==> src/verilog/apc_adc_map.svh <==
// Purpose: Register offsets, field positions, reset values and timing counts
// Assumes: 32-bit AXI4-Lite data, one aligned word per register
// Notes:   Definitions only
`ifndef APC_ADC_MAP_SVH
`define APC_ADC_MAP_SVH

// ****************************************************************
// Register byte offsets
// ****************************************************************
`define APC_OFF_CTRL 8'h00
`define APC_OFF_CFG 8'h04
`define APC_OFF_CMPCTL 8'h08
`define APC_OFF_RES_HI 8'h0c
`define APC_OFF_RES_LO 8'h10
`define APC_OFF_CV_HI 8'h14
`define APC_OFF_CV_LO 8'h18
`define APC_OFF_PIN_LO 8'h1c
`define APC_OFF_PIN_MID 8'h20
`define APC_OFF_PIN_HI 8'h24

// ****************************************************************
// Field positions
// ****************************************************************
`define APC_CTRL_CHAN_LSB 0
`define APC_CTRL_IEN_BIT 6
`define APC_CTRL_DONE_BIT 7
`define APC_CFG_CLK_LSB 0
`define APC_CFG_MODE_LSB 2
`define APC_CFG_DIV_LSB 5
`define APC_CMP_GE_BIT 4
`define APC_CMP_EN_BIT 5

// ****************************************************************
// Reset values and encodings
// ****************************************************************
`define APC_CHAN_OFF 5'h1f
`define APC_CFG_RST 6'h00
`define APC_PIN_RST 8'h00
`define APC_MODE_10BIT 2'h2
`define APC_RESP_OKAY 2'h0
`define APC_RESP_SLVERR 2'h2

// ****************************************************************
// Timing
// ****************************************************************
`define APC_CLK_PERIOD_NS 10
`define APC_ASYNC_PERIOD_NS 500
`define APC_SAMPLE_TICKS 4'h3

`endif

==> src/verilog/apc_pkg.sv <==
// Purpose: Types shared by the converter control block
// Assumes: Constants live in apc_adc_map.svh
// Notes:   Packed structs carry grouped control fields
package apc_pkg;

  // Converter sequence states
  typedef enum logic [1:0] {
    APC_IDLE = 2'b00,
    APC_SAMPLE = 2'b01,
    APC_APPROX = 2'b10,
    APC_STORE = 2'b11
  } apc_state_t;

  // Configuration fields
  typedef struct packed {
    logic [1:0] div;
    logic [1:0] mode;
    logic [1:0] clkSel;
  } apc_cfg_t;

  // Compare control fields
  typedef struct packed {
    logic en;
    logic ge;
  } apc_cmp_t;

endpackage : apc_pkg

==> src/verilog/apc_clk_div.sv <==
// Purpose: Converter clock source select and divider, as a tick stream
// Assumes: Alternate clock arrives unsynchronised from another domain
// Notes:   Internal oscillator modelled as a free-running count on clk
`timescale 1ns/10ps
`include "apc_adc_map.svh"

module apc_clk_div (
  input wire logic clk,
  input wire logic arst_n,
  input wire apc_pkg::apc_cfg_t cfg,
  input wire logic stopMode,
  input wire logic alternateClock,
  output logic convTick,
  output logic asyncOscOn
);
  import apc_pkg::*;

  localparam int ASYNC_CYC = `APC_ASYNC_PERIOD_NS / `APC_CLK_PERIOD_NS;

  logic altSync1_ff; // First stage, read only by second
  logic altSync2_ff;
  logic altPrev_ff;
  logic halfTog_ff; // Halved bus clock phase
  logic [5:0] oscCnt_ff; // Internal oscillator phase
  logic [2:0] divCnt_ff;
  logic srcTick;
  logic [2:0] divLast;

  // ****************************************************************
  // Source clocks
  // ****************************************************************
  // Alternate clock synchroniser and edge history
  always_ff @(posedge clk or negedge arst_n) begin
    if (!arst_n) begin
      altSync1_ff <= 1'b0;
      altSync2_ff <= 1'b0;
      altPrev_ff <= 1'b0;
    end else begin
      altSync1_ff <= alternateClock;
      altSync2_ff <= altSync1_ff;
      altPrev_ff <= altSync2_ff;
    end
  end

  // Bus halving and oscillator count never stop
  always_ff @(posedge clk or negedge arst_n) begin
    if (!arst_n) begin
      halfTog_ff <= 1'b0;
      oscCnt_ff <= 6'h00;
    end else begin
      halfTog_ff <= ~halfTog_ff;
      oscCnt_ff <= (oscCnt_ff == 6'(ASYNC_CYC - 1)) ? 6'h00 : oscCnt_ff + 6'h01;
    end
  end

  // Source select; bus sources halt in stop, oscillator keeps going
  always_comb begin
    unique case (cfg.clkSel)
      2'b00: srcTick = ~stopMode;
      2'b01: srcTick = ~stopMode & halfTog_ff;
      2'b10: srcTick = altSync2_ff & ~altPrev_ff;
      2'b11: srcTick = (oscCnt_ff == 6'h00);
    endcase
  end

  assign asyncOscOn = (cfg.clkSel == 2'b11);

  // ****************************************************************
  // Divider 1, 2, 4, 8
  // ****************************************************************
  assign divLast = 3'((4'h1 << cfg.div) - 4'h1);

  // Terminal count gives one converter tick
  always_ff @(posedge clk or negedge arst_n) begin
    if (!arst_n) begin
      divCnt_ff <= 3'h0;
      convTick <= 1'b0;
    end else begin
      convTick <= 1'b0;
      if (srcTick) begin
        if (divCnt_ff >= divLast) begin
          divCnt_ff <= 3'h0;
          convTick <= 1'b1;
        end else begin
          divCnt_ff <= divCnt_ff + 3'h1;
        end
      end
    end
  end

endmodule : apc_clk_div

==> src/verilog/apc_adc_ctrl.sv <==
// Purpose: Pin control, clocking and result handling around a SAR converter
// Assumes: AXI4-Lite slave on clk; comparator and pads are asynchronous
// Notes:   One conversion per start; see handover for register layout
//
// Our own choices: the address map and the AXI4-Lite slave port.
`timescale 1ns/10ps
`include "apc_adc_map.svh"

module apc_adc_ctrl #(
  parameter int ADDR_W = 8,
  parameter int PINS = 24
) (
  input wire logic clk,
  input wire logic arst_n,
  input wire logic [ADDR_W-1:0] s_axi_awaddr,
  input wire logic s_axi_awvalid,
  output logic s_axi_awready,
  input wire logic [31:0] s_axi_wdata,
  input wire logic [3:0] s_axi_wstrb,
  input wire logic s_axi_wvalid,
  output logic s_axi_wready,
  output logic [1:0] s_axi_bresp,
  output logic s_axi_bvalid,
  input wire logic s_axi_bready,
  input wire logic [ADDR_W-1:0] s_axi_araddr,
  input wire logic s_axi_arvalid,
  output logic s_axi_arready,
  output logic [31:0] s_axi_rdata,
  output logic [1:0] s_axi_rresp,
  output logic s_axi_rvalid,
  input wire logic s_axi_rready,
  input wire logic [PINS-1:0] portOutEn,
  input wire logic [PINS-1:0] portPullupEn,
  input wire logic [PINS-1:0] padIn,
  output logic [PINS-1:0] padOutEn,
  output logic [PINS-1:0] padPullupEn,
  output logic [PINS-1:0] portReadData,
  input wire logic stop3Mode,
  input wire logic alternateClock,
  input wire logic cmpAbove,
  output logic [10:0] dacCode,
  output logic sampleEnable,
  output logic converterPowerOn,
  output logic [4:0] channelSelect,
  output logic doneIrq
);
  import apc_pkg::*;

  // ****************************************************************
  // Declarations
  // ****************************************************************
  logic [ADDR_W-1:0] awAddr_ff; // Held write address
  logic awHeld_ff;
  logic [7:0] wData_ff; // Only the low byte is stored anywhere
  logic wKeep_ff; // Low byte lane enabled
  logic wHeld_ff;
  logic doWrite; // Both halves present, response slot free
  logic doRead;
  logic [4:0] chan_ff; // Channel select field
  logic doneIrqEn_ff;
  logic doneFlag_ff;
  apc_cfg_t cfg_ff;
  apc_cmp_t cmp_ff;
  logic [1:0] cvHi_ff;
  logic [7:0] cvLo_ff;
  logic [1:0] resHi_ff;
  logic [7:0] resLo_ff;
  logic [7:0] pinSel_ff [3]; // Low, mid, high pin control
  logic [PINS-1:0] pinSel;
  logic [PINS-1:0] padSync1_ff; // First stage, read only by second
  logic [PINS-1:0] padSync2_ff;
  logic cmpSync1_ff; // First stage, read only by second
  logic cmpSync2_ff;
  apc_state_t state_ff;
  apc_state_t nxt_state;
  logic [10:0] sar_ff; // Trial and kept bits
  logic [3:0] bitIdx_ff;
  logic [3:0] sampleCnt_ff;
  logic convTick;
  logic wrCtrl;
  logic abortReq; // Config, compare control or compare value write invalidates a conversion
  logic startReq;
  logic mode10;
  logic [9:0] rounded;
  logic cmpPass;
  logic storeOk;

  // Address decoder shared by write and read paths
  function automatic logic mapped(input logic [ADDR_W-1:0] a);
    mapped = (a == `APC_OFF_CTRL) || (a == `APC_OFF_CFG) || (a == `APC_OFF_CMPCTL) ||
             (a == `APC_OFF_RES_HI) || (a == `APC_OFF_RES_LO) || (a == `APC_OFF_CV_HI) ||
             (a == `APC_OFF_CV_LO) || (a == `APC_OFF_PIN_LO) || (a == `APC_OFF_PIN_MID) ||
             (a == `APC_OFF_PIN_HI);
  endfunction : mapped

  // Round raw SAR word to the mode width, saturating at full scale
  function automatic logic [9:0] roundRaw(input logic [10:0] raw, input logic m10);
    logic [11:0] s10;
    logic [9:0] s8;
    s10 = {1'b0, raw} + 12'h001;
    s8 = {1'b0, raw[10:2]} + 10'h001;
    if (m10) begin
      roundRaw = s10[11] ? 10'h3ff : s10[10:1];
    end else begin
      roundRaw = s8[9] ? 10'h0ff : {2'h0, s8[8:1]};
    end
  endfunction : roundRaw

  // ****************************************************************
  // AXI4-Lite write channel
  // ****************************************************************
  assign s_axi_awready = ~awHeld_ff;
  assign s_axi_wready = ~wHeld_ff;
  assign doWrite = awHeld_ff & wHeld_ff & ~s_axi_bvalid;

  // Address and data taken in either order, response after both
  always_ff @(posedge clk or negedge arst_n) begin
    if (!arst_n) begin
      awHeld_ff <= 1'b0;
      awAddr_ff <= '0;
      wHeld_ff <= 1'b0;
      wData_ff <= 8'h00;
      wKeep_ff <= 1'b0;
      s_axi_bvalid <= 1'b0;
      s_axi_bresp <= `APC_RESP_OKAY;
    end else begin
      if (s_axi_awvalid && !awHeld_ff) begin
        awHeld_ff <= 1'b1;
        awAddr_ff <= s_axi_awaddr;
      end else if (doWrite) begin
        awHeld_ff <= 1'b0;
      end
      if (s_axi_wvalid && !wHeld_ff) begin
        wHeld_ff <= 1'b1;
        wData_ff <= s_axi_wdata[7:0];
        wKeep_ff <= s_axi_wstrb[0];
      end else if (doWrite) begin
        wHeld_ff <= 1'b0;
      end
      if (doWrite) begin
        s_axi_bvalid <= 1'b1;
        s_axi_bresp <= mapped(awAddr_ff) ? `APC_RESP_OKAY : `APC_RESP_SLVERR;
      end else if (s_axi_bready) begin
        s_axi_bvalid <= 1'b0;
      end
    end
  end

  // Register write strobes, only with the low lane enabled
  assign wrCtrl = doWrite & wKeep_ff & (awAddr_ff == `APC_OFF_CTRL);
  assign abortReq = doWrite & wKeep_ff & ((awAddr_ff == `APC_OFF_CFG) ||
                    (awAddr_ff == `APC_OFF_CMPCTL) || (awAddr_ff == `APC_OFF_CV_HI) ||
                    (awAddr_ff == `APC_OFF_CV_LO));
  assign startReq = wrCtrl & (wData_ff[4:0] != `APC_CHAN_OFF);

  // ****************************************************************
  // Control registers
  // ****************************************************************
  // Channel and interrupt enable; all-ones channel disables
  always_ff @(posedge clk or negedge arst_n) begin
    if (!arst_n) begin
      chan_ff <= `APC_CHAN_OFF;
      doneIrqEn_ff <= 1'b0;
    end else if (wrCtrl) begin
      chan_ff <= wData_ff[`APC_CTRL_CHAN_LSB +: 5];
      doneIrqEn_ff <= wData_ff[`APC_CTRL_IEN_BIT];
    end
  end

  // Configuration; reset picks undivided bus clock
  always_ff @(posedge clk or negedge arst_n) begin
    if (!arst_n) begin
      cfg_ff <= `APC_CFG_RST;
    end else if (doWrite && wKeep_ff && awAddr_ff == `APC_OFF_CFG) begin
      cfg_ff.clkSel <= wData_ff[`APC_CFG_CLK_LSB +: 2];
      cfg_ff.mode <= wData_ff[`APC_CFG_MODE_LSB +: 2];
      cfg_ff.div <= wData_ff[`APC_CFG_DIV_LSB +: 2];
    end
  end

  // Compare control and compare value
  always_ff @(posedge clk or negedge arst_n) begin
    if (!arst_n) begin
      cmp_ff <= 2'h0;
      cvHi_ff <= 2'h0;
      cvLo_ff <= 8'h00;
    end else if (doWrite && wKeep_ff) begin
      if (awAddr_ff == `APC_OFF_CMPCTL) begin
        cmp_ff.en <= wData_ff[`APC_CMP_EN_BIT];
        cmp_ff.ge <= wData_ff[`APC_CMP_GE_BIT];
      end
      if (awAddr_ff == `APC_OFF_CV_HI) begin
        cvHi_ff <= wData_ff[1:0];
      end
      if (awAddr_ff == `APC_OFF_CV_LO) begin
        cvLo_ff <= wData_ff;
      end
    end
  end

  // Pin control registers, one byte per group of eight channels
  always_ff @(posedge clk or negedge arst_n) begin
    if (!arst_n) begin
      for (int i = 0; i < 3; i++) begin
        pinSel_ff[i] <= `APC_PIN_RST;
      end
    end else if (doWrite && wKeep_ff) begin
      if (awAddr_ff == `APC_OFF_PIN_LO) pinSel_ff[0] <= wData_ff;
      if (awAddr_ff == `APC_OFF_PIN_MID) pinSel_ff[1] <= wData_ff;
      if (awAddr_ff == `APC_OFF_PIN_HI) pinSel_ff[2] <= wData_ff;
    end
  end

  // ****************************************************************
  // Pin gating
  // ****************************************************************
  assign pinSel = {pinSel_ff[2], pinSel_ff[1], pinSel_ff[0]};

  // Pad inputs come from outside the clock domain
  always_ff @(posedge clk or negedge arst_n) begin
    if (!arst_n) begin
      padSync1_ff <= '0;
      padSync2_ff <= '0;
    end else begin
      padSync1_ff <= padIn;
      padSync2_ff <= padSync1_ff;
    end
  end

  // Each pin gated by its own control bit
  genvar g;
  generate
    for (g = 0; g < PINS; g++) begin : gPin
      always_ff @(posedge clk or negedge arst_n) begin
        if (!arst_n) begin
          padOutEn[g] <= 1'b0;
          padPullupEn[g] <= 1'b0;
          portReadData[g] <= 1'b0;
        end else begin
          padOutEn[g] <= portOutEn[g] & ~pinSel[g];
          padPullupEn[g] <= portPullupEn[g] & ~pinSel[g];
          portReadData[g] <= padSync2_ff[g] & ~pinSel[g];
        end
      end
    end
  endgenerate

  // ****************************************************************
  // Converter clock
  // ****************************************************************
  apc_clk_div uClkDiv (
    .clk(clk),
    .arst_n(arst_n),
    .cfg(cfg_ff),
    .stopMode(stop3Mode),
    .alternateClock(alternateClock),
    .convTick(convTick),
    .asyncOscOn()
  );

  // ****************************************************************
  // Conversion sequence
  // ****************************************************************
  assign mode10 = (cfg_ff.mode == `APC_MODE_10BIT);
  assign rounded = roundRaw(sar_ff, mode10);

  // Compare against 10-bit value, or low byte only in 8-bit mode
  always_comb begin
    logic [9:0] cv;
    cv = mode10 ? {cvHi_ff, cvLo_ff} : {2'h0, cvLo_ff};
    cmpPass = ~cmp_ff.en | (cmp_ff.ge ? (rounded >= cv) : (rounded < cv));
  end

  assign storeOk = (state_ff == APC_STORE) & cmpPass;

  // Comparator output is analog-side, synchronise it
  always_ff @(posedge clk or negedge arst_n) begin
    if (!arst_n) begin
      cmpSync1_ff <= 1'b0;
      cmpSync2_ff <= 1'b0;
    end else begin
      cmpSync1_ff <= cmpAbove;
      cmpSync2_ff <= cmpSync1_ff;
    end
  end

  // Next state; aborts and disable return to idle
  always_comb begin
    nxt_state = state_ff;
    unique case (state_ff)
      APC_IDLE: if (startReq) nxt_state = APC_SAMPLE;
      APC_SAMPLE: if (convTick && sampleCnt_ff == `APC_SAMPLE_TICKS) nxt_state = APC_APPROX;
      APC_APPROX: if (convTick && bitIdx_ff == (mode10 ? 4'h0 : 4'h2)) nxt_state = APC_STORE;
      APC_STORE: nxt_state = APC_IDLE;
    endcase
    if (abortReq || (wrCtrl && !startReq)) begin
      nxt_state = APC_IDLE;
    end else if (wrCtrl) begin
      nxt_state = APC_SAMPLE;
    end
  end

  // State, sample count and successive approximation word
  always_ff @(posedge clk or negedge arst_n) begin
    if (!arst_n) begin
      state_ff <= APC_IDLE;
      sampleCnt_ff <= 4'h0;
      bitIdx_ff <= 4'ha;
      sar_ff <= 11'h000;
    end else begin
      state_ff <= nxt_state;
      if (startReq) begin
        sampleCnt_ff <= 4'h0;
        sar_ff <= 11'h000;
      end else if (state_ff == APC_SAMPLE && convTick) begin
        sampleCnt_ff <= sampleCnt_ff + 4'h1;
        if (nxt_state == APC_APPROX) begin
          bitIdx_ff <= 4'ha;
          sar_ff <= 11'h400; // First trial at the top bit
        end
      end else if (state_ff == APC_APPROX && convTick && nxt_state != APC_IDLE) begin
        sar_ff[bitIdx_ff] <= cmpSync2_ff;
        if (nxt_state == APC_APPROX) begin
          bitIdx_ff <= bitIdx_ff - 4'h1;
          sar_ff[bitIdx_ff - 4'h1] <= 1'b1;
        end
      end
    end
  end

  // Outputs to analog side; code and channel from flops, enables decoded from state_ff
  assign dacCode = sar_ff;
  assign sampleEnable = (state_ff == APC_SAMPLE);
  assign converterPowerOn = (state_ff != APC_IDLE);
  assign channelSelect = chan_ff;

  // ****************************************************************
  // Results and done flag
  // ****************************************************************
  // Results only move when the compare condition holds
  always_ff @(posedge clk or negedge arst_n) begin
    if (!arst_n) begin
      resHi_ff <= 2'h0;
      resLo_ff <= 8'h00;
    end else if (storeOk) begin
      resHi_ff <= mode10 ? rounded[9:8] : 2'h0;
      resLo_ff <= rounded[7:0];
    end
  end

  assign doRead = s_axi_arvalid & ~s_axi_rvalid;

  // Set wins over control write or low result read
  always_ff @(posedge clk or negedge arst_n) begin
    if (!arst_n) begin
      doneFlag_ff <= 1'b0;
    end else if (storeOk) begin
      doneFlag_ff <= 1'b1;
    end else if (wrCtrl || (doRead && s_axi_araddr == `APC_OFF_RES_LO)) begin
      doneFlag_ff <= 1'b0;
    end
  end

  assign doneIrq = doneFlag_ff & doneIrqEn_ff;

  // ****************************************************************
  // AXI4-Lite read channel
  // ****************************************************************
  assign s_axi_arready = ~s_axi_rvalid;

  // Registered read data, unmapped answers SLVERR with zero
  always_ff @(posedge clk or negedge arst_n) begin
    if (!arst_n) begin
      s_axi_rvalid <= 1'b0;
      s_axi_rdata <= 32'h0000_0000;
      s_axi_rresp <= `APC_RESP_OKAY;
    end else if (doRead) begin
      s_axi_rvalid <= 1'b1;
      s_axi_rresp <= mapped(s_axi_araddr) ? `APC_RESP_OKAY : `APC_RESP_SLVERR;
      s_axi_rdata <= 32'h0000_0000;
      unique case (s_axi_araddr)
        `APC_OFF_CTRL: s_axi_rdata[7:0] <= {doneFlag_ff, doneIrqEn_ff, 1'b0, chan_ff};
        `APC_OFF_CFG: s_axi_rdata[6:0] <= {cfg_ff.div, 1'b0, cfg_ff.mode, cfg_ff.clkSel};
        `APC_OFF_CMPCTL: s_axi_rdata[5:4] <= cmp_ff;
        `APC_OFF_RES_HI: s_axi_rdata[1:0] <= resHi_ff;
        `APC_OFF_RES_LO: s_axi_rdata[7:0] <= resLo_ff;
        `APC_OFF_CV_HI: s_axi_rdata[1:0] <= cvHi_ff;
        `APC_OFF_CV_LO: s_axi_rdata[7:0] <= cvLo_ff;
        `APC_OFF_PIN_LO: s_axi_rdata[7:0] <= pinSel_ff[0];
        `APC_OFF_PIN_MID: s_axi_rdata[7:0] <= pinSel_ff[1];
        `APC_OFF_PIN_HI: s_axi_rdata[7:0] <= pinSel_ff[2];
        default: s_axi_rdata <= 32'h0000_0000; // Unmapped reads zero
      endcase
    end else if (s_axi_rready) begin
      s_axi_rvalid <= 1'b0;
    end
  end

endmodule : apc_adc_ctrl

==> config.mk <==
export PLATFORM = sky130hd
export DESIGN_NAME = apc_adc_ctrl
export DESIGN_NICKNAME = d
export VERILOG_FILES = /design/src/verilog/apc_pkg.sv /design/src/verilog/apc_clk_div.sv /design/src/verilog/apc_adc_ctrl.sv
export VERILOG_INCLUDE_DIRS = /design/src /design/src/verilog
export SDC_FILE = /design/constraint.sdc
export NUM_CORES = 1
export LEC_CHECK = 0
export BUFFER_PORTS_ARGS = -buffer_cell sky130_fd_sc_hd__buf_4
export CORE_MARGIN = 4
export CORE_UTILIZATION = 28
export DETAILED_ROUTE_END_ITERATION = 8
export SYNTH_ARGS = -nofsm -noshare
export SYNTH_HDL_FRONTEND = slang
export SYNTH_SLANG_ARGS = --single-unit
export TNS_END_PERCENT = 100
==> constraint.sdc <==
create_clock -name clk -period 3.3 [get_ports clk]
set_input_delay 0.33 -clock clk [delete_from_list [all_inputs] [get_ports clk]]
set_output_delay 0.33 -clock clk [all_outputs]
set_load 0.1 [all_outputs]
# Yosys cells after proc, flatten, opt, wreduce, memory -nomap -nowiden
# Index checks and enable logic that the tools add are counted.
# totals
out_inout_bits,132
in_bits,134
reg_bits,249
elab_cells,388
# op_classes
eq_ne,31
bitwise,118
magnitude_cmp,7
mux,50
reduce_logical,62
shift,1
n_addsub,7
# op_table
operator,count
AND 1 bit,83
equality test 8 x 5 -> 1 bit (second input constant),8
2-to-1 mux 11 bit,5
NOT 1 bit,33
equality test 8 x 4 -> 1 bit (second input constant),4
equality test 8 x 6 -> 1 bit (second input constant),4
2-to-1 mux 10 bit,3
2-to-1 mux 4 bit,6
logical OR 1 bit,23
2-to-1 mux 2 bit,9
case mux 2 bit (9 select lines),1
nonzero test 2 bit,9
equality test 8 x 3 -> 1 bit (second input constant),2
zero test 8 bit,2
case mux 2 bit (8 select lines),1
2-to-1 mux 1 bit,14
case mux 2 bit (7 select lines),1
AND reduction 2 bit,7
logical AND 1 bit,13
adder 11 x 1 -> 12 bit (second input constant),1
equality test 2 bit (second input constant),6
bitwise mux 11 bit,1
OR 11 bit,1
adder 9 x 1 -> 10 bit (second input constant),1
31 further kinds,38

# Longest topological paths before layout
# Gate-level depths: netlist of run 1.
# logic_depth
depth_word,14
ltp_mapped,14

# Hierarchy
# A second synthesis of run 1 with hierarchy kept.
# hier_totals
hier_cells,845
area_unflattened_um2,10381.2
# modules_own_cells
module,cells_each,seq_area_each_um2,instances,area_each_um2
apc_adc_ctrl,774,5839.4,1,9638.0
apc_clk_div,71,350.3,1,743.2

# Worst setup path after synthesis of run 1
# Ideal clock, no wire load.
# synth_path
path_type,register -> register
start,"register sar_ff[4], in the netlist dacCode[4]"
end,register resLo_ff[6]
setup_time_ns,0.125
setup_slack_ns,-0.802
path_stages_with_launch,15
required_ns,3.175
synth_period_minus_slack_ns,4.102
path_buffers,3
arrival_time_ns,3.977
path_cell_list,dfrtp_1 -> buf_2 -> nand4_1 -> or3_1 -> and2_0 -> clkbuf_1 -> a22oi_1 -> ha_1 -> a21o_1 -> a21o_1 -> a211oi_1 -> o21ai_0 -> o2111ai_1 -> buf_2 -> mux2_2
# synth_between
elab_chain_cells,7
word_cells_on_any_way,10
# synth_lines
item,line_no,text
"start, declared",apc_adc_ctrl.sv:76,logic [10:0] sar_ff;
"start signal, assigned by index",apc_adc_ctrl.sv:322,sar_ff[bitIdx_ff] <= cmpSync2_ff;
adder 11 x 1 -> 12 bit / adder 9 x 1 -> 10 bit (equally long branches),"apc_adc_ctrl.sv:100, apc_adc_ctrl.sv:101",
2-to-1 mux 10 bit / 2-to-1 mux 8 bit (equally long branches),"apc_adc_ctrl.sv:103, apc_adc_ctrl.sv:105",
2-to-1 mux 10 bit *,apc_adc_ctrl.sv:102,if (m10) begin
via rounded[3],apc_adc_ctrl.sv:84,logic [9:0] rounded;
< comparator 10 bit / >= comparator 10 bit (equally long branches),apc_adc_ctrl.sv:271,cmpPass = ~cmp_ff.en | (cmp_ff.ge ? (rounded >= cv) : (rounded < cv));
2-to-1 mux 1 bit *,apc_adc_ctrl.sv:271,
OR 1 bit *,apc_adc_ctrl.sv:271,
AND 1 bit *,apc_adc_ctrl.sv:274,assign storeOk = (state_ff == APC_STORE) & cmpPass;
"end signal, assigned",apc_adc_ctrl.sv:347,resLo_ff <= rounded[7:0];
"end, declared",apc_adc_ctrl.sv:67,logic [7:0] resLo_ff;
# The timed path passes the listed nets; every way through them passes the cells marked *.
# A chain may end at the register's enable or synchronous reset.

# Worst setup path in the final report of run 1
# layout_path
start,"register sar_ff[3], in the netlist dacCode[3]"
end,register resLo_ff[1]
# Same word-level chain as after synthesis.

==> impl_metrics.py, run 1 <==
metrics = {
    "flow_run": {
        "maxCapViolCount": 0,
    },
    "synthesis": {
        "synth_top_area_cell": "dfrtp_1",
        "synthTopCellsByArea": "dfrtp_1 (57%), mux2_2 (7.6%), nor2b_1 (4.9%), ha_1 (3.3%), nand2_1 (2.5%)",
        "avgSynthCellArea_sq_um": 12.1,
        "netlist.area_leader.share_pct": 56.6,
        "syn_area_sq_mm": 0.0106,
        "synth_commonest_cells": "dfrtp_1 (240), nor2b_1 (83), mux2_2 (72)",
        "ys_ff_latch": 247,
        "yosysUniqueCellTypes": 71,
        "ys_warn_count": 0,
        "synth_edf_count": 0,
        "ys_seq_area_share_pct": 58.3,
        "synthArstFlopShare_pct": 100,
        "syn_inst": 880,
        "yosysMostFrequentCell": "dfrtp_1",
        "synth-main-ff-cell": "dfrtp_1",
    },
    "grt": {
        "grt_start_max_net_pins": 98,
        "antenna_found_initial": 0,
        "grt_pass1_vias": 7999,
        "grt_pass1_wl_um": 45000,
        "overflow": 0,
        "grt_use_total_pct": 13.7,
    },
    "die": {
        "die_h_um": 203,
        "die_w_um": 203,
        "io_pins": 266,
        "start_util_pct": 28.3,
        "coreArea_sq_mm": 0.0376,
        "die-area_sq_mm": 0.0411,
        "row_count": 71,
    },
    "power": {
        "p_int_mw": 6.38,
        "p_comb_share_pct": 29.5,
        "seq_power_share_pct": 38.0,
        "peakVddDrop_v": 0.000472,
        "powerDensity_mw_per_mm2": 682,
        "p_switching_mw": 3.90,
        "swShare_pct": 37.9,
        "leakage_nw": 6.97,
        "clockPowerShare_pct": 32.4,
    },
    "clock_tree": {
        "cts_inserted_buffers": 28,
        "htree_levels": 1,
        "clk_pin_slew_worst_paths_ps": 70,
        "cts_tree": "built",
        "clkSinkCount": 247,
        "clk_latency_ps": 560,
        "root_buffer": "clkbuf_16",
        "clk_path_buf_depth": 3,
    },
    "sta": {
        "fin_hold_ws_ps": 14.7,
        "min_period_over_period_pct": 100,
        "worst_pin_slew_ps": 795,
        "setup_viol": 7,
        "final-hold-violation-count": 0,
        "report.final.slew_viol_count": 0,
        "setup_ws_ps": -12.2,
        "skew_ps": 8.96,
        "clock.fmax_ghz": 0.302,
        "slew_headroom_pct": 47.0,
        "min_period_ps": 3310,
        "rsz0062_at_grt": "true",
    },
    "finish": {
        "fillers": 3551,
        "drive_above_1_share_pct": 35.1,
        "fin_nets": 1380,
        "post-route-util_pct": 40.1,
        "antenna_cells": 0,
        "syn2layout_area_growth_pct": 41.9,
    },
    "worst_setup_path": {
        "reg2regPathDepth": 15,
        "cp_slowest_cell": "dfrtp_4",
        "worstPathMaxFanout": 5,
        "path_cells": "nand4_1, or2_1, buf_6, nor2_4, nor2_4, a22oi_2, ha_1, a21o_1, a21o_1, a211oi_2, o21a_1, o2111ai_2, buf_12, buf_8, mux2_1",
        "critPathLaunchType": "flip-flop",
        "worstPathRequired_ps": 3740,
        "crit_cells": 15,
        "cp_data_arrival_time_ps": 3750,
        "crit_path_end_kind": "flip-flop",
        "cp_slowest_stage_delay_ps": 440,
        "cp_num_buf_inv": 3,
        "cpLargestDelayFamily": "compound AO/OA/AOI/OAI gates",
        "criticalPathCategory": "flip-flop to flip-flop",
    },
    "detailed_routing": {
        "remaining_drc_errors": 0,
        "wl_um": 29200,
        "drtPass1Iterations": 5,
        "wl_per_cell_um": 16.7,
        "drtIter0Drc": 414,
        "viasPerCell": 4.48,
        "final_antenna_net_count": 0,
        "routed-via-count": 7833,
    },
    "placement": {
        "gp_congestion": 0.841,
        "portBuffers": 212,
        "hpwl_um": 20800,
    },
    "worst_hold_path": {
        "hold_class": "input pin to flip-flop",
        "holdPathStages": 3,
    },
    "status": {
        "status": "complete, but fails checks",
        "violations": "negative setup slack",
    },
}
## stage by stage
step | total power [mW] | setup TNS (ps) | std cells | area, sq um | setup WS, ps
6_report | 10.3 | -49.7 | 1750 | 15100 | -12.2
4_1_cts | 10.3 | 0 | 1743 | 14900 | 3.23
5_1_grt | 10.7 | -1040 | 1750 | 15100 | -121
3_5_place_dp | 6.85 | -311 | 1603 | 13000 | -45.0
2_1_floorplan | 5.97 | -1310 | 905 | 10800 | -165
3_3_place_gp | 6.80 | 0 | 1603 | 13000 | 27.9
## cell families after synthesis
group | share of synthesized area (%)
multiplexers | 9.90
buffers and inverters | 4.12
adder cells (fa/ha/maj) | 3.30
AND/OR/NAND/NOR | 14.5
other | 0.0353
XOR/XNOR | 1.82
flip-flops | 58.3
AO/OA/AOI/OAI | 8.04
## layout by cell type (no fill, tap or decap), types with 7 or more instances in the layout
cell type      instances
buf_4                244
dfrtp_1              229
dlygate4sd3_1         89
nor2b_1               83
mux2_2                72
nand2_1               71
nor2_1                36
ha_1                  28
clkbuf_16             28
conb_1                26
inv_1                 24
o21ai_0               20
nand3_1               17
mux2i_1               15
a21oi_1               14
xnor2_1               12
o21ai_1               11
clkbuf_8              10
dfrtp_4               10
nand4_1                9
a22oi_1                9
xor2_1                 8
a31oi_1                8
nor3_1                 8
o22a_1                 7
a21o_1                 7
dfstp_2                7
## tightest hold or removal path, stage by stage
cell and delay, ps:
buf_4 90, nor2_1 30, nor2_1 80
## cell type report
cell class | count | area (sq um) | area share, %
well taps | 511 | 639 | 4.24
flip-flops and latches | 247 | 6230 | 41.4
clock inverters | 12 | 174 | 1.15
multi-input cells | 575 | 4220 | 28.0
repair buffers | 342 | 2870 | 19.0
inverters | 24 | 90.1 | 0.598
clock buffers | 39 | 842 | 5.59
## worst paths after layout
check | from | to | slack [ps]
max | dacCode[3] | resLo_ff[1] | -10
min | s_axi_wvalid | wHeld_ff | 10
max reg2reg | dacCode[3] | resLo_ff[1] | -10
min reg2reg | padSync1_ff[6] | padSync2_ff[6] | 350
max in group asynchronous | arst_n | bitIdx_ff[1] | 1960
min in group asynchronous | arst_n | padPullupEn[16] | 420
## registers in the layout, indices dropped and copies added, names as in the netlist, 2 cells and up
signal,cells
sampleCnt_ff,4
resLo_ff,8
padSync1_ff,24
uClkDiv.divCnt_ff,3
state_ff,2
resHi_ff,2
padSync2_ff,24
cfg_ff,6
cmp_ff,2
padPullupEn,24
uClkDiv.oscCnt_ff,6
cvHi_ff,2
padOutEn,24
bitIdx_ff,4
cvLo_ff,8
dacCode,11
portReadData,24
wData_ff,8
s_axi_rdata,8
pinSel,24
channelSelect,5
awAddr_ff,8
## routing by layer
metal  global-route usage (%)  share of wire, %  vias to the layer above
li1                         -                 -                     3689
met1                     17.7                43                     3867
met2                     23.4                49                      231
met3                     2.20               5.0                       46
met4                     4.46               2.8                        0
met5                        0                 0                        -
## what timing repair did
item,CTS,global route
hold buffers,89,0
pin swaps,1,17
endpoints found under the hold margin,180,0
setup buffers,0,7
gates resized for setup,3,33
cloned,0,0
setup endpoints to repair,9,11
## power groups by stage
stage | clock (mW) | sequential [mW] | combinational, mW
2_1_floorplan | 0 | 4.79 | 1.18
3_3_place_gp | 0 | 3.95 | 2.85
3_5_place_dp | 0 | 3.97 | 2.88
4_1_cts | 3.43 | 3.91 | 2.98
5_1_grt | 3.58 | 3.97 | 3.20
6_report | 3.33 | 3.91 | 3.03
No activity file was read; power rests on OpenSTA's default activity.
==> inputs of run 2 (changes only) <==
--- a/config.mk
+++ b/config.mk
@@ -6,6 +6,7 @@
 export SDC_FILE = /design/constraint.sdc
 export NUM_CORES = 1
 export LEC_CHECK = 0
+export ABC_AREA = 1
 export BUFFER_PORTS_ARGS = -buffer_cell sky130_fd_sc_hd__buf_4
 export CORE_MARGIN = 4
 export CORE_UTILIZATION = 28
==> run 2 against run 1 <==
  * The run now ends clean
  * Die area increased by 0.87%
  * Maximum frequency up 12%
  * Sequential cell count is the same
  * Utilization is 1.3 points lower
  * Via count rose by 9.9%
  * Sequential share of layout area is 1.0 points higher
  * Cell count grew 14%
  * Critical path depth grew 4
  * Register-to-register slack better by 360 ps
  * Clock power down 5%
  * Critical endpoint is now resHi_ff[1]
  * Largest power group unchanged
==> impl_metrics.py, run 2 <==
metrics = {
    "synthesis": {
        "synthTopCellsByArea": "dfrtp_1 (56%), nand2_1 (7.6%), inv_1 (5.8%), nor2_1 (4.3%), o21ai_0 (4.0%)",
        "ys_ff_latch": 247,
        "avgSynthCellArea_sq_um": 9.35,
        "yosysMostFrequentCell": "dfrtp_1",
        "syn_inst": 1146,
        "ys_warn_count": 0,
        "netlist.area_leader.share_pct": 56.1,
        "synth_edf_count": 0,
        "syn_area_sq_mm": 0.0107,
        "synth-main-ff-cell": "dfrtp_1",
        "synth_top_area_cell": "dfrtp_1",
        "synth_commonest_cells": "dfrtp_1 (240), nand2_1 (218), inv_1 (165)",
        "synthArstFlopShare_pct": 100,
        "yosysUniqueCellTypes": 50,
        "ys_seq_area_share_pct": 57.8,
    },
    "status": {
        "status": "complete, no violations",
    },
    "die": {
        "die-area_sq_mm": 0.0415,
        "die_h_um": 204,
        "row_count": 71,
        "die_w_um": 204,
        "coreArea_sq_mm": 0.0377,
        "io_pins": 266,
        "start_util_pct": 28.4,
    },
    "worst_setup_path": {
        "crit_path_end_kind": "flip-flop",
        "cp_data_arrival_time_ps": 3380,
        "critPathMostFrequentCell": "nand2_1",
        "criticalPathCategory": "flip-flop to flip-flop",
        "worstPathRequired_ps": 3730,
        "rrSetupSlack_ps": 350,
        "cp_slowest_stage_delay_ps": 430,
        "reg2regPathDepth": 19,
        "worstPathMaxFanout": 16,
        "critPathLaunchType": "flip-flop",
        "cp_slowest_cell": "dfrtp_2",
        "r2r_end": "resHi_ff[1]",
        "rr_startpoint": "dacCode[3]",
        "path_cells": "ha_1, nand3_1, nor3_1, xor2_1, nand2_1, o211ai_1, nand2_1, inv_1, ha_1, nand2_1, nor2_1, nand3_1, and2_1, nand2_1, nand2_1, nand3_2, nand2_4, nand2_1, o21ai_0",
    },
    "grt": {
        "grt_use_total_pct": 14.1,
        "overflow": 0,
        "antenna_found_initial": 0,
        "grt_pass1_wl_um": 47200,
        "grt_pass1_vias": 8591,
        "grt_start_max_net_pins": 83,
    },
    "detailed_routing": {
        "final_antenna_net_count": 0,
        "wl_per_cell_um": 14.9,
        "drtPass1Iterations": 7,
        "viasPerCell": 4.32,
        "drtIter0Drc": 590,
        "routed-via-count": 8611,
        "remaining_drc_errors": 0,
        "wl_um": 29600,
    },
    "power": {
        "clockPowerShare_pct": 33.4,
        "p_switching_mw": 3.53,
        "leakage_nw": 7.40,
        "swShare_pct": 37.3,
        "powerDensity_mw_per_mm2": 647,
        "p_comb_share_pct": 27.9,
        "seq_power_share_pct": 38.7,
        "peakVddDrop_v": 0.000697,
        "p_int_mw": 5.93,
    },
    "finish": {
        "fillers": 3744,
        "multiInputGateArea_sq_mm": 0.00365,
        "fin_nets": 1622,
        "most-common-layout-cells": "dfrtp_1 (236), nand2_1 (218), buf_4 (218)",
        "final_common_cell": "dfrtp_1",
        "drive_above_1_share_pct": 22.5,
        "post-route-util_pct": 38.8,
        "instances_no_fill": 1991,
        "layout.area.seq_sq_mm": 0.00619,
        "syn2layout_area_growth_pct": 36.5,
        "antenna_cells": 0,
    },
    "sta": {
        "setup_viol": 0,
        "setup_ws_ps": 347,
        "min_period_ps": 2950,
        "skew_ps": 13.2,
        "setup_tns_ps": 0,
        "clock.fmax_ghz": 0.339,
        "rsz0062_at_grt": "false",
        "slew_headroom_pct": 42.8,
        "worst_pin_slew_ps": 855,
        "final-hold-violation-count": 0,
        "report.final.slew_viol_count": 0,
        "fin_hold_ws_ps": 28.4,
        "min_period_over_period_pct": 89.5,
    },
    "flow_run": {
        "maxCapViolCount": 0,
    },
    "clock_tree": {
        "clk_pin_slew_worst_paths_ps": 60,
        "clk_path_buf_depth": 3,
        "clk_latency_ps": 550,
        "root_buffer": "clkbuf_16",
        "clkSinkCount": 247,
        "cts_inserted_buffers": 27,
        "htree_levels": 1,
        "postCtsSetupRepairBufs": 0,
        "cts_tree": "built",
    },
    "placement": {
        "gp_congestion": 0.876,
        "placed_cells": 1858,
        "pre_cts_ws_ps": 301,
        "portBuffers": 212,
        "hpwl_um": 21800,
    },
    "worst_hold_path": {
        "min_from": "s_axi_awaddr[5]",
        "holdPathEnd": "awAddr_ff[5]",
        "holdPathStages": 3,
        "hold_class": "input pin to flip-flop",
    },
}
run 2: repair_timing:
item / 4_1_cts / 5_1_grt
hold endpoints to repair: 143 / 0
hold buffers: 84 / 0
gates resized for setup: 0 / 1
endpoints found under the setup margin: 0 / 6
run 2: worst max-delay path by stage:
| stage | start | endpoint | slack, ps | cells after the start |
|---|---|---|---|---|
| 3_3_place_gp | dacCode[3] | resHi_ff[1] | 350 | 19 |
| 3_5_place_dp | dacCode[3] | resHi_ff[1] | 300 | 19 |
| 5_1_grt | dacCode[3] | resLo_ff[3] | 50 | 18 |
| 2_1_floorplan | dacCode[4] | resHi_ff[1] | 30 | 19 |
| 6_report | dacCode[3] | resHi_ff[1] | 350 | 19 |
| 4_1_cts | dacCode[2] | resHi_ff[1] | 290 | 19 |
run 2: critical path, delay by kind of cell, from the launching register on:
| kind | cells | cell delay, ps |
|---|---|---|
| adders and majority gates | 2 | 490 |
| AOI/OAI and AO/OA | 2 | 150 |
| xor gates and xnor gates | 1 | 120 |
| DFF | 1 | 430 |
| and+or+nand+nor | 13 | 1590 |
| buffers and inverters | 1 | 50 |
run 2: cell type report:
cell class                 count  area share [%]
sequential                   247            42.4
multi-input combinational    703            25.0
timing repair buffer         305            17.3
clock buffer                  34            5.07
inverter                     176            4.53
tap                          511            4.37
clock inverter                15            1.37
run 2: kinds of logic after synthesis:
kind of cell | after synthesis | share of synthesized area, %
xor+xnor | 19 | 1.55
flops | 247 | 57.8
simple gates | 471 | 19.7
buf+inv | 221 | 9.06
fa+ha+maj | 28 | 3.27
compound gates | 152 | 7.81
other cells | 1 | 0.0350
mux | 7 | 0.736
run 2: layer usage:
layer  routed length, um  GRT usage, %  vias to the layer above
met3                1920          2.32                       39
met5                   0             0                        -
met4                 593          3.83                        0
met2               14200          23.4                      267
met1               12900          19.4                     4088
li1                    -             -                     4217
run 2: power by group through the flow:
stage / logic (mW) / registers (mW) / clock network (mW)
2_1_floorplan: 0.905 / 4.65 / 0
3_3_place_gp: 2.54 / 3.71 / 0
3_5_place_dp: 2.57 / 3.72 / 0
4_1_cts: 2.66 / 3.67 / 3.25
5_1_grt: 2.82 / 3.72 / 3.40
6_report: 2.65 / 3.66 / 3.16
run 2: stage by stage:
stage	instance area (sq um)	total power [mW]
5_1_grt	14600	9.94
3_5_place_dp	12800	6.29
3_3_place_gp	12800	6.25
4_1_cts	14600	9.58
6_report	14600	9.47
2_1_floorplan	10800	5.56
==> inputs of run 3 (changes only) <==
--- a/config.mk
+++ b/config.mk
@@ -8,7 +8,7 @@
 export LEC_CHECK = 0
 export ABC_AREA = 1
 export BUFFER_PORTS_ARGS = -buffer_cell sky130_fd_sc_hd__buf_4
-export CORE_MARGIN = 4
+export CORE_MARGIN = 5
 export CORE_UTILIZATION = 28
 export DETAILED_ROUTE_END_ITERATION = 8
 export SYNTH_ARGS = -nofsm -noshare
==> constraint.sdc (replaced) <==
create_clock -name clk -period 3.3 [get_ports clk]
set_input_delay 0.495 -clock clk [delete_from_list [all_inputs] [get_ports clk]]
set_output_delay 0.495 -clock clk [all_outputs]
set_load 0.1 [all_outputs]
==> run 3 against run 2 <==
  * Hold slack better by 6.8 ps
  * Clock skew decreased by 4.9 ps
  * Non-clock buffer count fell by 74
  * Clock power grew 8.2%
  * Sequential cell count stayed put
  * Die area up 2.0%
  * Utilization fell by 1.9 points
  * Cell count down 3.7%
  * Critical path depth stayed put
  * Critical endpoint unchanged
==> impl_metrics.py, run 3 (synthesis gave the netlist of run 2 again) <==
metrics = {
    "die": {
        "coreArea_sq_mm": 0.0378,
        "start_util_pct": 28.4,
        "die_h_um": 206,
        "die_w_um": 206,
        "io_pins": 266,
        "row_count": 71,
        "die-area_sq_mm": 0.0423,
    },
    "sta": {
        "fin_hold_ws_ps": 35.2,
        "final-hold-violation-count": 0,
        "setup_viol": 0,
        "min_period_ps": 2920,
        "clock.fmax_ghz": 0.343,
        "skew_ps": 8.29,
        "report.final.slew_viol_count": 0,
        "slew_headroom_pct": 42.1,
        "rsz0062_at_grt": "false",
        "worst_pin_slew_ps": 867,
        "setup_tns_ps": 0,
        "min_period_over_period_pct": 88.4,
    },
    "worst_setup_path": {
        "cp_slowest_cell": "dfrtp_2",
        "path_cells": "ha_1, nand3_1, nor3_1, xor2_1, nand2_1, o211ai_1, nand2_1, inv_1, ha_1, nand2_1, nor2_1, nand3_1, and2_1, nand2_1, nand2_1, nand3_2, nand2_4, nand2_1, o21ai_0",
        "worstPathRequired_ps": 3740,
        "cp_data_arrival_time_ps": 3360,
        "criticalPathCategory": "flip-flop to flip-flop",
        "worstPathMaxFanout": 16,
        "reg2regPathDepth": 19,
        "crit_path_end_kind": "flip-flop",
        "critPathLaunchType": "flip-flop",
        "cp_slowest_stage_delay_ps": 430,
        "critPathMostFrequentCell": "nand2_1",
    },
    "clock_tree": {
        "cts_inserted_buffers": 29,
        "cts_tree": "built",
        "clk_latency_ps": 570,
        "clk_path_buf_depth": 3,
        "root_buffer": "clkbuf_16",
        "htree_levels": 1,
        "clkSinkCount": 247,
        "clk_pin_slew_worst_paths_ps": 60,
        "postCtsSetupRepairBufs": 0,
    },
    "power": {
        "power_mw": 9.66,
        "leakage_nw": 7.14,
        "p_int_mw": 6.07,
        "p_switching_mw": 3.59,
        "powerDensity_mw_per_mm2": 692,
        "seq_power_share_pct": 38.0,
        "clockPowerShare_pct": 35.5,
        "swShare_pct": 37.1,
        "p_comb_share_pct": 26.6,
        "peakVddDrop_v": 0.000561,
    },
    "finish": {
        "most-common-layout-cells": "dfrtp_1 (236), nand2_1 (218), buf_4 (218)",
        "instances_no_fill": 1917,
        "fin_nets": 1550,
        "syn2layout_area_growth_pct": 30.3,
        "final_common_cell": "dfrtp_1",
        "finalInstanceArea_sq_mm": 0.0140,
        "drive_above_1_share_pct": 23.8,
        "antenna_cells": 0,
    },
    "detailed_routing": {
        "drtPass1Iterations": 5,
        "viasPerCell": 4.33,
        "routed-via-count": 8292,
        "wl_per_cell_um": 15.2,
        "drtIter0Drc": 462,
        "remaining_drc_errors": 0,
        "wl_um": 29100,
        "final_antenna_net_count": 0,
    },
    "placement": {
        "dpl_cell_area_sq_mm": 0.0128,
        "hpwl_um": 21900,
        "placed_cells": 1858,
        "portBuffers": 212,
        "gp_congestion": 0.839,
    },
    "grt": {
        "grt_start_max_net_pins": 82,
        "overflow": 0,
        "grtUsageMet1_pct": 18.1,
        "met3_usage_pct": 2.63,
        "grt_use_total_pct": 13.2,
        "busiest_layer": "met2",
        "grt_use_met2_pct": 21.5,
        "grt_pass1_vias": 8091,
        "grt_pass1_wl_um": 44600,
        "antenna_found_initial": 0,
    },
    "flow_run": {
        "maxCapViolCount": 0,
    },
    "worst_hold_path": {
        "hold_class": "input pin to flip-flop",
        "holdPathStages": 1,
    },
    "status": {
        "status": "complete, no violations",
    },
}
==> run 3: cell count changes in the layout (fill, tap and decap cells not counted) <==
cell	change
dlygate4sd3_1	-74
clkbuf_8	-3
bufinv_16	+2
clkbuf_16	+2
clkinv_2	-2
clkinv_4	+2
clkinvlp_4	-2
inv_6	+2
clkbuf_1	-1
==> run 3: stage by stage <==
stage	setup WS, ps	utilization (%)
after floorplan	27.3	-
after global placement	368	34.0
after detailed placement	303	34.0
after CTS	303	37.0
after global routing	37.5	37.0
final	381	37.0
==> run 3: path summary, 6_finish.rpt <==
| kind | startpoint | to | slack [ps] |
|---|---|---|---|
| worst min-delay path | cmpAbove | cmpSync1_ff | 40 |
| min in group asynchronous | arst_n | padSync1_ff[2] | 480 |
| worst max-delay path | dacCode[3] | resHi_ff[1] | 380 |
| worst min register to register | padSync1_ff[20] | padSync2_ff[20] | 340 |
| worst max register to register | dacCode[3] | resHi_ff[1] | 380 |
| max in group asynchronous | arst_n | dacCode[3] | 1970 |
==> run 3: power groups by stage <==
| stage | clock, mW | sequential (mW) | combinational [mW] |
|---|---|---|---|
| 6_report | 3.42 | 3.66 | 2.57 |
| 3_3_place_gp | 0 | 3.71 | 2.54 |
| 2_1_floorplan | 0 | 4.65 | 0.905 |
| 3_5_place_dp | 0 | 3.72 | 2.56 |
| 4_1_cts | 3.54 | 3.67 | 2.58 |
| 5_1_grt | 3.63 | 3.71 | 2.73 |
==> run 3: cell type report <==
class                   instances  area (sq um)
fillers                      3813         23800
flip-flops and latches        247          6190
multi-input cells             703          3650
repair buffers                231          1790
clock buffers                  32           747
inverters                     176           663
well taps                     511           639
clock inverters                17           270
==> run 3: critical path: cells and delay by family, from the launching register on <==
kind / cells / cell delay (ps)
AO/OA/AOI/OAI: 2 / 150
XOR/XNOR: 1 / 110
adder cells (fa/ha/maj): 2 / 490
buffers and inverters: 1 / 50
flip-flops: 1 / 430
AND/OR/NAND/NOR: 13 / 1550
==> run 3: timing repair <==
action,CTS,global route
setup endpoints to repair,0,9
endpoints found under the hold margin,71,0
hold buffers,10,0
gates resized for setup,0,1
==> run 3: per-layer routing <==
| metal | wire (um) | part of all wire, % |
|---|---|---|
| met4 | 748 | 2.6 |
| met1 | 12700 | 44 |
| met3 | 2180 | 7.5 |
| met5 | 0 | 0 |
| met2 | 13400 | 46 |
